===== config.mk =====
export PLATFORM = sky130hd
export DESIGN_NAME = agc_address_gen
export DESIGN_NICKNAME = d
export VERILOG_FILES = /design/src/design/agc_pkg.sv /design/src/design/agc_address_gen.sv
export SDC_FILE = /design/constraint.sdc
export NUM_CORES = 1
export LEC_CHECK = 0
export BUFFER_PORTS_ARGS = -buffer_cell sky130_fd_sc_hd__buf_2
export CAP_MARGIN = 20
export CORE_AREA = 4 4 373 375
export CTS_CLUSTER_SIZE = 10
export DETAILED_ROUTE_END_ITERATION = 8
export DIE_AREA = 0 0 377 379
export PLACE_DENSITY = 0.45
export SYNTH_ARGS = -nofsm -noshare
export SYNTH_HDL_FRONTEND = slang
export SYNTH_SLANG_ARGS = --single-unit
export TNS_END_PERCENT = 1

===== constraint.sdc =====
create_clock -name i_clk -period 22 [get_ports i_clk]
set_input_delay 1.1 -clock i_clk [delete_from_list [all_inputs] [get_ports i_clk]]
set_output_delay 1.1 -clock i_clk [all_outputs]
set_load 0.005 [all_outputs]

===== src/design/agc_pkg.sv =====
// Package for address generation and canonical checking
package agc_pkg;
   // Operating modes
   typedef enum logic [2:0] {
      AGC_MODE_REAL,
      AGC_MODE_PROT,
      AGC_MODE_COMPAT,
      AGC_MODE_LONG64,
      AGC_MODE_MGMT
   } agc_mode_type;

   // Address sizes
   typedef enum logic [1:0] {
      AGC_ASZ_16,
      AGC_ASZ_32,
      AGC_ASZ_64
   } agc_asz_type;

   // Segments
   typedef enum logic [2:0] {
      AGC_SEG_CODE,
      AGC_SEG_DATA,
      AGC_SEG_EXTRA,
      AGC_SEG_STACK,
      AGC_SEG_THREAD_ONE,
      AGC_SEG_THREAD_TWO
   } agc_seg_type;

   // Instruction pointer update sizes
   typedef enum logic [1:0] {
      AGC_IPW_NONE,
      AGC_IPW_16,
      AGC_IPW_32,
      AGC_IPW_64
   } agc_ipw_type;

   localparam int AGC_ADDR_W = 64;
   localparam int AGC_DISP_W = 32;
   localparam int AGC_IMPL_MSB = 47;
   localparam logic [63:0] AGC_REAL_LIMIT = 64'h0000_0000_000F_FFFF;
   localparam logic [63:0] AGC_LIMIT_16 = 64'h0000_0000_0000_FFFF;
   localparam logic [63:0] AGC_LIMIT_32 = 64'h0000_0000_FFFF_FFFF;
   localparam logic [63:0] AGC_IP_RESET = 64'h0000_0000_0000_0000;

   // Request from decode
   typedef struct packed {
      logic valid;
      agc_mode_type mode;
      logic seg_default_32;
      logic asz_override;
      agc_seg_type seg;
      logic seg_override;
      logic base_valid;
      logic base_is_stack_ptr;
      logic base_is_frame_ptr;
      logic implied_stack;
      logic [63:0] base_val;
      logic index_valid;
      logic [63:0] index_val;
      logic [1:0] scale;
      logic wide_disp;
      logic [63:0] disp;
      logic [15:0] selector;
   } agc_req_type;

   // Result to the load/store pipeline
   typedef struct packed {
      logic valid;
      logic [63:0] eff_addr;
      logic [63:0] lin_addr;
      logic [15:0] selector;
      logic [63:0] offset;
      logic mgmt_space;
      logic general_protection_fault;
      logic stack_fault;
   } agc_rsp_type;
endpackage


===== src/design/agc_address_gen.sv =====
// Effective and linear address generation with canonical checking
`timescale 1ns/1ps

// How it works
// RULE1: 64-bit mode uses full 64-bit base, index
// RULE2: Displacements sign-extended from 32 bits in 64-bit
// RULE3: Register-move form takes full 64-bit displacement
// RULE4: Code, data, extra, stack bases zero in 64-bit
// RULE5: Thread segments: truncate sum, then add full base
// RULE6: Extended long mode truncates then zero-extends
// RULE7: Pointer updates: 16 keeps top, 32 zero-extends
// RULE8: Canonical means high bits all equal
// RULE9: Bits 63 to 48 must equal bit 47
// RULE10: Non-stack canonical violation raises protection fault
// RULE11: Stack references raise stack fault instead
// RULE12: Thread override on stack base gives protection fault
// RULE13: Legacy segment overrides ignored in 64-bit mode
// RULE14: Real mode defaults to 16-bit addressing
// RULE15: Real mode linear address capped at 000FFFFF
// RULE16: Protected mode caps at FFFF or 2^32-1
// RULE17: Protected default size from code descriptor
// RULE18: Logical address is selector plus offset
// RULE19: 64-bit mode is flat, no segmentation except thread segment bases
// RULE20: Management state uses separate real-like space
// RULE21: Check final linear address, fault same cycle
module agc_address_gen (
   // Clock and reset
   input wire logic i_clk,
   input wire logic i_sys_rst,
   // Decode request
   input wire agc_pkg::agc_req_type i_req,
   // Segment bases
   input wire logic [63:0] i_code_seg_base,
   input wire logic [63:0] i_data_seg_base,
   input wire logic [63:0] i_extra_seg_base,
   input wire logic [63:0] i_stack_seg_base,
   input wire logic [63:0] i_thread_seg_one_base,
   input wire logic [63:0] i_thread_seg_two_base,
   // Instruction pointer update
   input wire agc_pkg::agc_ipw_type i_ip_wr_size,
   input wire logic [63:0] i_ip_wr_val,
   // Results
   output agc_pkg::agc_rsp_type o_rsp,
   output logic [63:0] o_wide_instr_ptr
);

   agc_pkg::agc_rsp_type rsp_ff;
   agc_pkg::agc_rsp_type nxt_rsp;
   logic [63:0] wide_instr_ptr_ff;
   logic [63:0] nxt_wide_instr_ptr;

   logic is_long64;
   logic is_ext_long;
   agc_pkg::agc_asz_type asz;
   agc_pkg::agc_seg_type seg_eff;
   logic [63:0] disp_ext;
   logic [63:0] index_scaled;
   logic [63:0] ea_sum;
   logic [63:0] ea_trunc;
   logic [63:0] seg_base;
   logic [63:0] lin_raw;
   logic [63:0] lin_final;
   logic canon_ok;
   logic stack_ref;

   assign is_long64 = (i_req.mode == agc_pkg::AGC_MODE_LONG64);
   assign is_ext_long = is_long64 || (i_req.mode == agc_pkg::AGC_MODE_COMPAT);

   // Effective address size
   always_comb begin
      unique case (i_req.mode)
         agc_pkg::AGC_MODE_LONG64: begin
            asz = i_req.asz_override ? agc_pkg::AGC_ASZ_32 : agc_pkg::AGC_ASZ_64; // RULE1
         end
         agc_pkg::AGC_MODE_PROT, agc_pkg::AGC_MODE_COMPAT: begin
            // Descriptor default flipped by prefix
            asz = (i_req.seg_default_32 ^ i_req.asz_override) ?
               agc_pkg::AGC_ASZ_32 : agc_pkg::AGC_ASZ_16; // RULE17
         end
         default: begin
            // Real and management modes
            asz = i_req.asz_override ? agc_pkg::AGC_ASZ_32 : agc_pkg::AGC_ASZ_16; // RULE14 RULE20
         end
      endcase
   end

   // Displacement extension
   always_comb begin
      if (is_long64 && i_req.wide_disp) begin
         disp_ext = i_req.disp; // RULE3
      end else begin
         disp_ext = {{32{i_req.disp[31]}}, i_req.disp[31:0]}; // RULE2
      end
   end

   // Effective address sum
   always_comb begin
      index_scaled = i_req.index_valid ? (i_req.index_val << i_req.scale) : 64'h0;
      ea_sum = (i_req.base_valid ? i_req.base_val : 64'h0) + index_scaled + disp_ext; // RULE1
   end

   // Truncate to address size, zero-extend
   always_comb begin
      unique case (asz)
         agc_pkg::AGC_ASZ_16: ea_trunc = {48'h0, ea_sum[15:0]}; // RULE6 RULE18
         agc_pkg::AGC_ASZ_32: ea_trunc = {32'h0, ea_sum[31:0]}; // RULE6 RULE18
         agc_pkg::AGC_ASZ_64: ea_trunc = ea_sum;
         default: ea_trunc = ea_sum;
      endcase
   end

   // Segment selection; legacy overrides dropped in 64-bit
   always_comb begin
      seg_eff = i_req.seg;
      if (is_long64 && i_req.seg_override &&
          (i_req.seg != agc_pkg::AGC_SEG_THREAD_ONE) &&
          (i_req.seg != agc_pkg::AGC_SEG_THREAD_TWO)) begin
         seg_eff = agc_pkg::AGC_SEG_DATA; // RULE13
         if (i_req.implied_stack || i_req.base_is_stack_ptr || i_req.base_is_frame_ptr) begin
            seg_eff = agc_pkg::AGC_SEG_STACK;
         end
      end
   end

   // Segment base
   always_comb begin
      unique case (seg_eff)
         agc_pkg::AGC_SEG_CODE: seg_base = i_code_seg_base;
         agc_pkg::AGC_SEG_DATA: seg_base = i_data_seg_base;
         agc_pkg::AGC_SEG_EXTRA: seg_base = i_extra_seg_base;
         agc_pkg::AGC_SEG_STACK: seg_base = i_stack_seg_base;
         agc_pkg::AGC_SEG_THREAD_ONE: seg_base = i_thread_seg_one_base;
         agc_pkg::AGC_SEG_THREAD_TWO: seg_base = i_thread_seg_two_base;
         default: seg_base = 64'h0;
      endcase
      if (is_long64 && (seg_eff != agc_pkg::AGC_SEG_THREAD_ONE) &&
          (seg_eff != agc_pkg::AGC_SEG_THREAD_TWO)) begin
         seg_base = 64'h0; // RULE4 RULE19
      end
   end

   // Linear address with mode limits
   always_comb begin
      if (is_long64) begin
         lin_raw = ea_trunc + seg_base; // RULE5
      end else begin
         lin_raw = {32'h0, ea_trunc[31:0] + seg_base[31:0]};
      end
      lin_final = lin_raw;
      unique case (i_req.mode)
         agc_pkg::AGC_MODE_REAL, agc_pkg::AGC_MODE_MGMT: begin
            lin_final = lin_raw & agc_pkg::AGC_REAL_LIMIT; // RULE15 RULE20
         end
         agc_pkg::AGC_MODE_PROT, agc_pkg::AGC_MODE_COMPAT: begin
            lin_final = lin_raw & agc_pkg::AGC_LIMIT_32; // RULE16
         end
         agc_pkg::AGC_MODE_LONG64: lin_final = lin_raw;
         default: lin_final = lin_raw;
      endcase
   end

   // Canonical check on final linear address
   always_comb begin
      canon_ok = (lin_final[63:agc_pkg::AGC_IMPL_MSB] == '0) ||
                 (lin_final[63:agc_pkg::AGC_IMPL_MSB] == '1); // RULE8 RULE9 RULE21
      stack_ref = i_req.implied_stack ||
                  (seg_eff == agc_pkg::AGC_SEG_STACK &&
                   (i_req.base_is_stack_ptr || i_req.base_is_frame_ptr)); // RULE11 RULE12
   end

   // Result composition
   always_comb begin
      nxt_rsp = '0;
      nxt_rsp.valid = i_req.valid;
      nxt_rsp.eff_addr = ea_trunc;
      nxt_rsp.lin_addr = lin_final;
      nxt_rsp.selector = i_req.selector; // RULE18
      nxt_rsp.offset = (asz == agc_pkg::AGC_ASZ_16) ?
         (ea_trunc & agc_pkg::AGC_LIMIT_16) : ea_trunc; // RULE16
      nxt_rsp.mgmt_space = (i_req.mode == agc_pkg::AGC_MODE_MGMT); // RULE20
      if (i_req.valid && is_long64 && !canon_ok) begin
         nxt_rsp.stack_fault = stack_ref; // RULE11
         nxt_rsp.general_protection_fault = !stack_ref; // RULE10 RULE12 RULE13
      end
      if (!is_ext_long) begin
         nxt_rsp.eff_addr = ea_trunc;
      end
   end

   // Instruction pointer update
   always_comb begin
      nxt_wide_instr_ptr = wide_instr_ptr_ff;
      unique case (i_ip_wr_size)
         agc_pkg::AGC_IPW_NONE: nxt_wide_instr_ptr = wide_instr_ptr_ff;
         agc_pkg::AGC_IPW_16: begin
            nxt_wide_instr_ptr = {wide_instr_ptr_ff[63:16], i_ip_wr_val[15:0]}; // RULE7
         end
         agc_pkg::AGC_IPW_32: nxt_wide_instr_ptr = {32'h0, i_ip_wr_val[31:0]}; // RULE7
         agc_pkg::AGC_IPW_64: nxt_wide_instr_ptr = i_ip_wr_val; // RULE7
      endcase
   end

   // Result register
   always_ff @(posedge i_clk) begin
      if (i_sys_rst) begin
         rsp_ff <= '0;
      end else begin
         rsp_ff <= nxt_rsp;
      end
   end

   // Instruction pointer register
   always_ff @(posedge i_clk) begin
      if (i_sys_rst) begin
         wide_instr_ptr_ff <= agc_pkg::AGC_IP_RESET;
      end else begin
         wide_instr_ptr_ff <= nxt_wide_instr_ptr;
      end
   end

   assign o_rsp = rsp_ff;
   assign o_wide_instr_ptr = wide_instr_ptr_ff;

endmodule


# Word level (Yosys, flattened, before mapping)
# Cells that the tools add are included.
# classes
add_sub_neg,4
eq_ne,18
n_shift,1
mux,15
bitwise,4
n_reduce_logical,26
# ops
cell,count
$pmux W64 S6,1
$mux W64,5
$pmux W64 S2,2
$add A64 B64 Y64,3
$pmux W64 S3,1
$shl A64 B2 Y64,1
$add A32 B32 Y32,1
$eq A17 B17 Y1 const B,1
$logic_not A17 Y1,1
$eq A3 B2 Y1 const B,4
$ne A3 B3 Y1 const B,4
$eq A3 B3 Y1 const B,3
$logic_and A1 B1 Y1,9
$reduce_or A2 Y1,4
$eq A3 B1 Y1 const B,2
$logic_not A3 Y1,2
$logic_or A1 B1 Y1,5
$eq A2 B1 Y1 const B,2
$eq A2 B2 Y1 const B,2
$logic_not A2 Y1,2
$mux W2,2
$pmux W2 S2,1
$mux W3,1
$not A1 Y1,3
other kinds (4),6
# totals
ff_bits,276
out_inout_bits,276
wordCells,79

# Longest topological paths before layout
# Gate-level depths: netlist (run 1).
# depth
depth_word,18
mapped_depth,34
mapped_depth_nobuf,32

# Worst setup path after synthesis (run 1)
# Ideal clock, no wire load.
# synth_path
path_type,input to register
from,input i_req[81] (netlist name)
to,register rsp_ff (netlist bit o_rsp[0])
arrival_time_ns,8.215
path_slack_ns,13.689
stages,30
n_path_buf,3
cell_sequence,clkbuf_1 > buf_1 > mux4_2 > and2_1 > fa_1 > ha_1 > nand2_1 > o31ai_1 > a21oi_1 > o31a_1 > o21ai_1 > a31oi_1 > o31a_1 > and2_1 > xor2_1 > nor2_1 > ha_1 > clkbuf_1 > a21o_1 > a21o_1 > a21oi_1 > o21ai_1 > a211oi_1 > o211a_1 > o21ai_1 > a21o_1 > a21oi_1 > xnor3_1 > and4b_1 > nor4b_1
# synth_via
elab_chain_len,14
word_cells_on_any_way,15
cone_classes,3 x add/sub; 1 x eq/ne; 1 x shift; 4 x mux; 1 x bitwise; 5 x reduce/logical
# synth_lines
item,line,source
"start, declared",agc_address_gen.sv:31,"input wire agc_pkg::agc_req_type i_req,"
$shl A64 B2 Y64 (*),agc_address_gen.sv:98,index_scaled = i_req.index_valid ? (i_req.index_val << i_req.scale) : 64'h0;
$mux W64 (*),agc_address_gen.sv:98,
$add A64 B64 Y64 (*) (2 in a row),agc_address_gen.sv:99,ea_sum = (i_req.base_valid ? i_req.base_val : 64'h0) + index_scaled + disp_ext;
$pmux W64 S2 (*),agc_address_gen.sv:104,unique case (asz)
net ea_trunc[54],agc_address_gen.sv:59,logic [63:0] ea_trunc;
$add A64 B64 Y64 (*),agc_address_gen.sv:145,lin_raw = ea_trunc + seg_base;
$mux W64 (*),agc_address_gen.sv:144,if (is_long64) begin
$pmux W64 S2 (*),agc_address_gen.sv:150,unique case (i_req.mode)
$eq A17 B17 Y1 or $logic_not A17 Y1 (tied branches),"agc_address_gen.sv:165, agc_address_gen.sv:164",
$logic_or A1 B1 Y1 (*),agc_address_gen.sv:164,canon_ok = (lin_final[63:agc_pkg::AGC_IMPL_MSB] == '0) ||
$logic_not A1 Y1 (*),agc_address_gen.sv:181,if (i_req.valid && is_long64 && !canon_ok) begin
$logic_and A1 B1 Y1 (*),agc_address_gen.sv:181,
$not A1 Y1 (no source line) (*),n/a,
$reduce_or A2 Y1 (no source line) (*),n/a,
"end signal, assigned",agc_address_gen.sv:208,rsp_ff <= nxt_rsp;
"end, declared",agc_address_gen.sv:47,agc_pkg::agc_rsp_type rsp_ff;
# The timed path passes the listed nets; every way through them passes the cells marked *.
# A chain may end at the register's enable or synchronous reset.

# Worst setup path in the final report (run 1)
# Ends and elaborated chain as after synthesis.

==> summary.md, run 1 <==
| Metric | Value |
|---|---|
| Final setup TNS | 0 ns |
| Synth Warn # | 0 |
| Worst Skew | 0 ns |
| Critical path arrival | 9.84 ns |
| Critical Path RT | 22.45 ns |
| Register area | 0.00520 mm^2 |
| Most common cell after layout, fill and taps aside | buf_2 |
| Largest net degree at the start of global routing | 76 |
| Cell Area, Synth | 0.0219 mm^2 |
| Gpl congestion | 0.916 |
| Number of filler cells placed in the layout | 15225 |
| Die X | 377 um |
| Leakage power | 13.7 nW |
| # port buffers | 953 |
| CTS tree | done |
| Initial Utilization | 16.2% |
| H-tree depth | 2 |
| Via density | 4.49 |
| Startpoint class of the critical path | input pin |
| Sequential-to-total area share from yosys stat | 23.8% |
| Post-layout minimum cycle time | 9.38 ns |
| Final worst path period share | 42.7% |
| Met3 GRT Util | 4.71% |
| Mapped Cells | 2676 |
| Total GRT Usage | 18.5% |
| Fmax achieved | 107 MHz |
| Met2 usage | 31.4% |
| Final ANT Viol Nets | 0 |
| Yosys cell types | 73 |
| Global routing met1 resource utilization | 23.0% |
| Status | completed |
| Core Util, Final | 22.0% |
| Critical path class | in -> reg |
| Routed len/inst | 26.2 um |
| Footprint of the multi-input gates | 0.0155 mm^2 |
| DRC viols | 0 |
| Via count | 23920 |
| Max Cap Violations | 0 |
| Area leader, netlist | dfxtp_1 |
| Max clock buf depth | 3 |
| CTS clk-pin slew, worst paths | 0.06 ns |
| Area share of the leading cell type in the synthesized netlist | 23.8% |
| Worst slack at placement | 12.10 ns |
| Final WS setup | 12.62 ns |
| DR iter-0 viols | 1924 |
| FF+latch count, synth | 260 |
| Initial antenna violation count | 64 |
| Placed cells | 5229 |
| Worst-margin pin slew | 1.18 ns |
| Ratio of cells with drive above 1 in the final layout | 34.0% |
| RSZ-0062 raised after global routing | no |
| Die Area | 0.143 mm^2 |
| Number of synthesized flops with an enable pin | 0 |
| Worst path slowest cell | fa_1 |
| Slew Viols, Final | 0 |
| Top_reg_cell synth | dfxtp_1 |
| # resized after CTS | 0 |
| Total wire length | 139 mm |
| Syn avg cell area | 8.18 um^2 |
| Gr busiest metal | met2 |
| Gr ovfl total | 0 |
| Worst slew margin | 21.1% |
| TritonCTS Sinks | 260 |
| Ports | 954 |
| Root Buffer | clkbuf_16 |
| Leading cell types in the layout, fill and taps excluded | buf_2, dfxtp_1, a21oi_1, nor2_1, nand2_1 |
| Synth top area cells | dfxtp_1, ha_1, mux4_2 |
| Peak supply drop | 0.0488 mV |
| Nets | 4357 |
| Final setup violation count | 0 |
| CP endpoint kind | flip-flop |
| Fin cells | 5324 |
| Final Hold Fails | 0 |
| Hold_buf cts | 0 |
| Syn_nets | 3544 |
| Pwr dens | 74.5 mW/mm^2 |
| Clk Latency, worst-skew pair | 0.59 ns |
| Placeable core area | 0.135 mm^2 |
| Num CTS Buffers | 39 |
| Fraction of registers with async set/reset | 0% |
| Total iterations of the first detailed-routing run | 9 |
| Slowest stage delay, CP | 0.50 ns |
| Hold crit path type | reg -> reg |
| DPL Wire Length | 119 mm |
| Largest fanout on the critical path | 37 |
| Synth-to-layout area growth | 36.1% |
| Vias in the first global route | 24029 |
| # rows | 135 |
| Die H | 379 um |
| Post-CTS setup buffers | 0 |
| First-pass GRT wire length | 187 mm |
==> metrics by stage <==
step           power (W)  hold slack [ns]  area (um^2)
4_1_cts          0.00227            0.455        29700
2_1_floorplan    0.00113            0.448        21900
5_1_grt          0.00237            0.473        29700
3_5_place_dp     0.00154            0.441        28300
3_3_place_gp     0.00155            0.437        28300
6_report         0.00222            0.453        29800
==> critical path, delay by kind of cell <==
kind	cells	cell delay, ns
AO/OA/AOI/OAI	11	3.03
XOR/XNOR	2	0.55
adder cells (fa/ha/maj)	4	1.69
buffers and inverters	1	0.49
multiplexers	1	0.20
AND/OR/NAND/NOR	12	2.70
==> synth_stat cells (16+ instances only) <==
| library cell | instances |
|---|---|
| nand4_1 | 46 |
| nand2_1 | 245 |
| and2_1 | 76 |
| nor3_1 | 31 |
| nor2b_1 | 137 |
| inv_1 | 105 |
| nor2_1 | 258 |
| a22oi_1 | 65 |
| o21ai_0 | 94 |
| buf_4 | 16 |
| mux4_2 | 59 |
| o21a_1 | 23 |
| dfxtp_1 | 260 |
| a31oi_1 | 46 |
| ha_1 | 125 |
| fa_1 | 65 |
| mux2_2 | 67 |
| a21o_1 | 75 |
| xnor2_1 | 58 |
| mux2i_1 | 21 |
| buf_2 | 20 |
| a21oi_1 | 255 |
| xor2_1 | 56 |
| nand3_1 | 36 |
| a222oi_1 | 64 |
| clkbuf_1 | 161 |
| o21bai_1 | 16 |
==> final timing paths <==
| check | cells after the start | slack (ns) | from | to |
|---|---|---|---|---|
| max | 31 | 12.62 | i_req[81] | o_rsp[0] |
| min reg2reg | 2 | 0.45 | o_wide_instr_ptr[3] | o_wide_instr_ptr[3] |
| min | 2 | 0.45 | o_wide_instr_ptr[3] | o_wide_instr_ptr[3] |
| max reg2reg | 3 | 21.21 | o_wide_instr_ptr[53] | o_wide_instr_ptr[53] |
==> layer usage <==
layer | wire (um) | share of wire [%]
met1 | 58900 | 42
met2 | 66000 | 47
met3 | 10300 | 7.4
met4 | 4020 | 2.9
met5 | 175 | 0.13
==> state kept, by name, indices dropped and copies added, names as in the netlist <==
register and cells:
o_rsp 196, o_wide_instr_ptr 64
==> cell families after synthesis <==
| kind of cell | synth area share [%] |
|---|---|
| adders and majority gates | 13.1 |
| DFF | 23.8 |
| xor gates and xnor gates | 4.67 |
| AOI/OAI and AO/OA | 22.3 |
| muxes | 10.5 |
| and+or+nand+nor | 19.8 |
| buffers and inverters | 5.83 |
==> area by class of cell <==
cell class                 instances  area share, %
antenna                           28          0.235
clock buffer                      50           3.55
clock inverter                    17           1.05
inverter                         105           1.32
multi-input combinational       2099           51.9
sequential                       260           17.5
tap                             1781           7.48
timing repair buffer             984           17.0
==> power by group <==
part           internal, W  switching [W]  leakage (nW)
clock network     0.000425       0.000271         0.662
logic             0.000366       0.000619          10.9
registers         0.000520      0.0000175          2.13
total              0.00131       0.000907          13.7
Power figures use the tool's default switching activity.
==> inputs of run 2 (changes only) <==
PLACE_DENSITY = 0.46   (was 0.45)
clock period = 7.8 ns   (was 22 ns; I/O delays follow)
==> run 2 against run 1 <==
Compared with the run above:
- die area unchanged
- cell count increased by 6.8%
- via count increased by 5.6%
- non-clock buffer count increased by 378
- critical path depth increased by 1
- clock power increased to 2.5 times the previous value
- critical path type unchanged
- largest power group unchanged
==> summary.md, run 2 (synthesis gave the netlist of run 1 again) <==
| Metric | Value |
|---|---|
| Worst slew margin | 17.4% (was 21.1%) |
| First-pass GRT wire length | 191 mm (was 187 mm) |
| Worst Skew | 0 ns (unchanged) |
| Worst path slowest cell | a2111oi_2 (was fa_1) |
| Sw Ratio | 40.6% (was 40.9%) |
| Clock Power Share | 27.0% (was 31.3%) |
| Internal Power | 0.00387 W (was 0.00131 W) |
| CTS tree | done (unchanged) |
| Die X | 377 um (unchanged) |
| Final Hold Fails | 0 (unchanged) |
| Gr ovfl total | 0 (unchanged) |
| Nets | 4734 (was 4357) |
| TritonCTS Sinks | 260 (unchanged) |
| Final setup TNS | 0 ns (unchanged) |
| Total iterations of the first detailed-routing run | 9 (unchanged) |
| Largest register FFs | 196 (unchanged) |
| Ports | 954 (unchanged) |
| Slew Viols, Final | 0 (unchanged) |
| Pwr dens | 199 mW/mm^2 (was 74.5 mW/mm^2) |
| Largest fanout on the critical path | 14 (was 37) |
| Leading cell types in the layout, fill and taps excluded | buf_2, buf_4, dfxtp_1 (was buf_2, dfxtp_1, a21oi_1, nor2_1, nand2_1) |
| Synth-to-layout area growth | 49.6% (was 36.1%) |
| Peak supply drop | 0.140 mV (was 0.0488 mV) |
| Final worst path period share | 95.2% |
| Max clock buf depth | 3 (unchanged) |
| Startpoint class of the critical path | input pin (unchanged) |
| Final setup violation count | 0 (unchanged) |
| # port buffers | 953 (unchanged) |
| RSZ-0062 raised after global routing | no (unchanged) |
| Hold crit path type | in -> reg (was reg -> reg) |
| H-tree depth | 2 (unchanged) |
| Ratio of cells with drive above 1 in the final layout | 38.8% (was 34.0%) |
| Max Cap Violations | 0 (unchanged) |
| Vias in the first global route | 25704 (was 24029) |
| Critical path arrival | 7.87 ns (was 9.84 ns) |
| Gpl congestion | 0.910 (was 0.916) |
| Final ANT Viol Nets | 0 (unchanged) |
| Clk Latency, worst-skew pair | 0.60 ns (was 0.59 ns) |
| CTS clk-pin slew, worst paths | 0.06 ns (about the same) |
| Fmax achieved | 135 MHz |
| Leakage power | 15.5 nW (was 13.7 nW) |
| Net Switching | 0.00264 W (was 0.000907 W) |
| Root Buffer | clkbuf_16 (unchanged) |
| # rows | 135 (unchanged) |
| Via count | 25252 (was 23920) |
| DRC viols | 0 (unchanged) |
| Core Util, Final | 24.2% (was 22.0%) |
| Critical Path RT | 8.25 ns (was 22.45 ns) |
| Critical path class | in -> reg (unchanged) |
| Crit path launch | i_req[81] (unchanged) |
| R2r startpoint | o_wide_instr_ptr[45] (was o_wide_instr_ptr[53]) |
| Initial antenna violation count | 31 (was 64) |
| Worst-margin pin slew | 1.24 ns (was 1.18 ns) |
| HP Start | i_ip_wr_val[29] (was o_wide_instr_ptr[3]) |
| Routed len/inst | 24.8 um (was 26.2 um) |
| Placeable core area | 0.135 mm^2 (unchanged) |
| Initial Utilization | 16.2% (unchanged) |
| Post-layout minimum cycle time | 7.43 ns |
| Largest net degree at the start of global routing | 74 (was 76) |
| Status | completed (unchanged) |
| Final Power | 0.00651 W (was 0.00222 W) |
| Power share of the combinational group | 49.6% (was 44.4%) |
| Die Area | 0.143 mm^2 (unchanged) |
| Post-CTS setup buffers | 0 (unchanged) |
| Sequential share of power | 23.3% (was 24.2%) |
| CP endpoint kind | flip-flop (unchanged) |
| DR iter-0 viols | 1714 (was 1924) |
| Num CTS Buffers | 38 (was 39) |
| DPL Wire Length | 120 mm (was 119 mm) |
| Most common cell after layout, fill and taps aside | buf_2 (unchanged) |
| Die H | 379 um (unchanged) |
| Most used cell, CP | buf_4 |
| Via density | 4.44 (was 4.49) |
| Total wire length | 141 mm (was 139 mm) |
| Slowest stage delay, CP | 0.51 ns (was 0.50 ns) |
| Total GRT Usage | 18.7% (was 18.5%) |
[run 2: power by group through the flow]
stage          logic, W  registers (W)  clock network, W
6_report        0.00323        0.00152           0.00176
5_1_grt         0.00353        0.00153           0.00189
4_1_cts         0.00325        0.00152           0.00185
3_5_place_dp    0.00321        0.00155                 0
3_3_place_gp    0.00323        0.00155                 0
2_1_floorplan   0.00163        0.00155                 0
[run 2: path summary, 6_finish.rpt]
kind / endpoint / slack, ns / depth (start not counted)
worst min register to register: o_wide_instr_ptr[3] / 0.45 / 2
worst max-delay path: o_rsp[0] / 0.37 / 32
worst min-delay path: o_wide_instr_ptr[29] / 0.06 / 3
worst max register to register: o_wide_instr_ptr[45] / 7.02 / 3
[run 2: layout make-up]
cell class                      count  area [um^2]
Antenna cell                       13         32.5
Clock buffer                       50         1020
Clock inverter                     15          211
Fill cell                       15063       103000
Inverter                          105          394
Multi-Input combinational cell   2099        15500
Sequential cell                   260         5200
Tap cell                         1781         2230
Timing Repair Buffer             1362         8160
[run 2: through the flow]
stage / hold slack, ns / cell area, um^2 / instances / worst slack (ns)
6_report: 0.0575 / 32700 / 5685 / 0.372
5_1_grt: 0.0328 / 32700 / 5677 / 0.00396
3_5_place_dp: 0.444 / 30800 / 5545 / -0.301
4_1_cts: 0.00209 / 32700 / 5672 / 0.320
3_3_place_gp: 0.437 / 30800 / 5544 / -0.348
2_1_floorplan: 0.448 / 21900 / 2676 / 0.199
[run 2: routing by layer]
metal	up-vias	part of all wire [%]	track usage [%]
li1	11983	-	-
met1	12169	43	23.4
met2	941	48	32.5
met3	145	6.1	3.51
met4	14	3.0	5.70
met5	-	0.061	0
[run 2: critical path: cells and delay by family]
| kind | cells | cell delay (ns) |
|---|---|---|
| mux | 1 | 0.15 |
| fa+ha+maj | 4 | 1.42 |
| xor+xnor | 1 | 0.09 |
| compound gates | 11 | 2.60 |
| simple gates | 10 | 2.41 |
| buf+inv | 5 | 0.77 |
[run 2: what timing repair did]
item / in CTS / in global routing
resized for setup: 0 / 4
setup endpoints to repair: 0 / 2
hold endpoints to repair: 62 / 0
hold buffers: 62 / 0
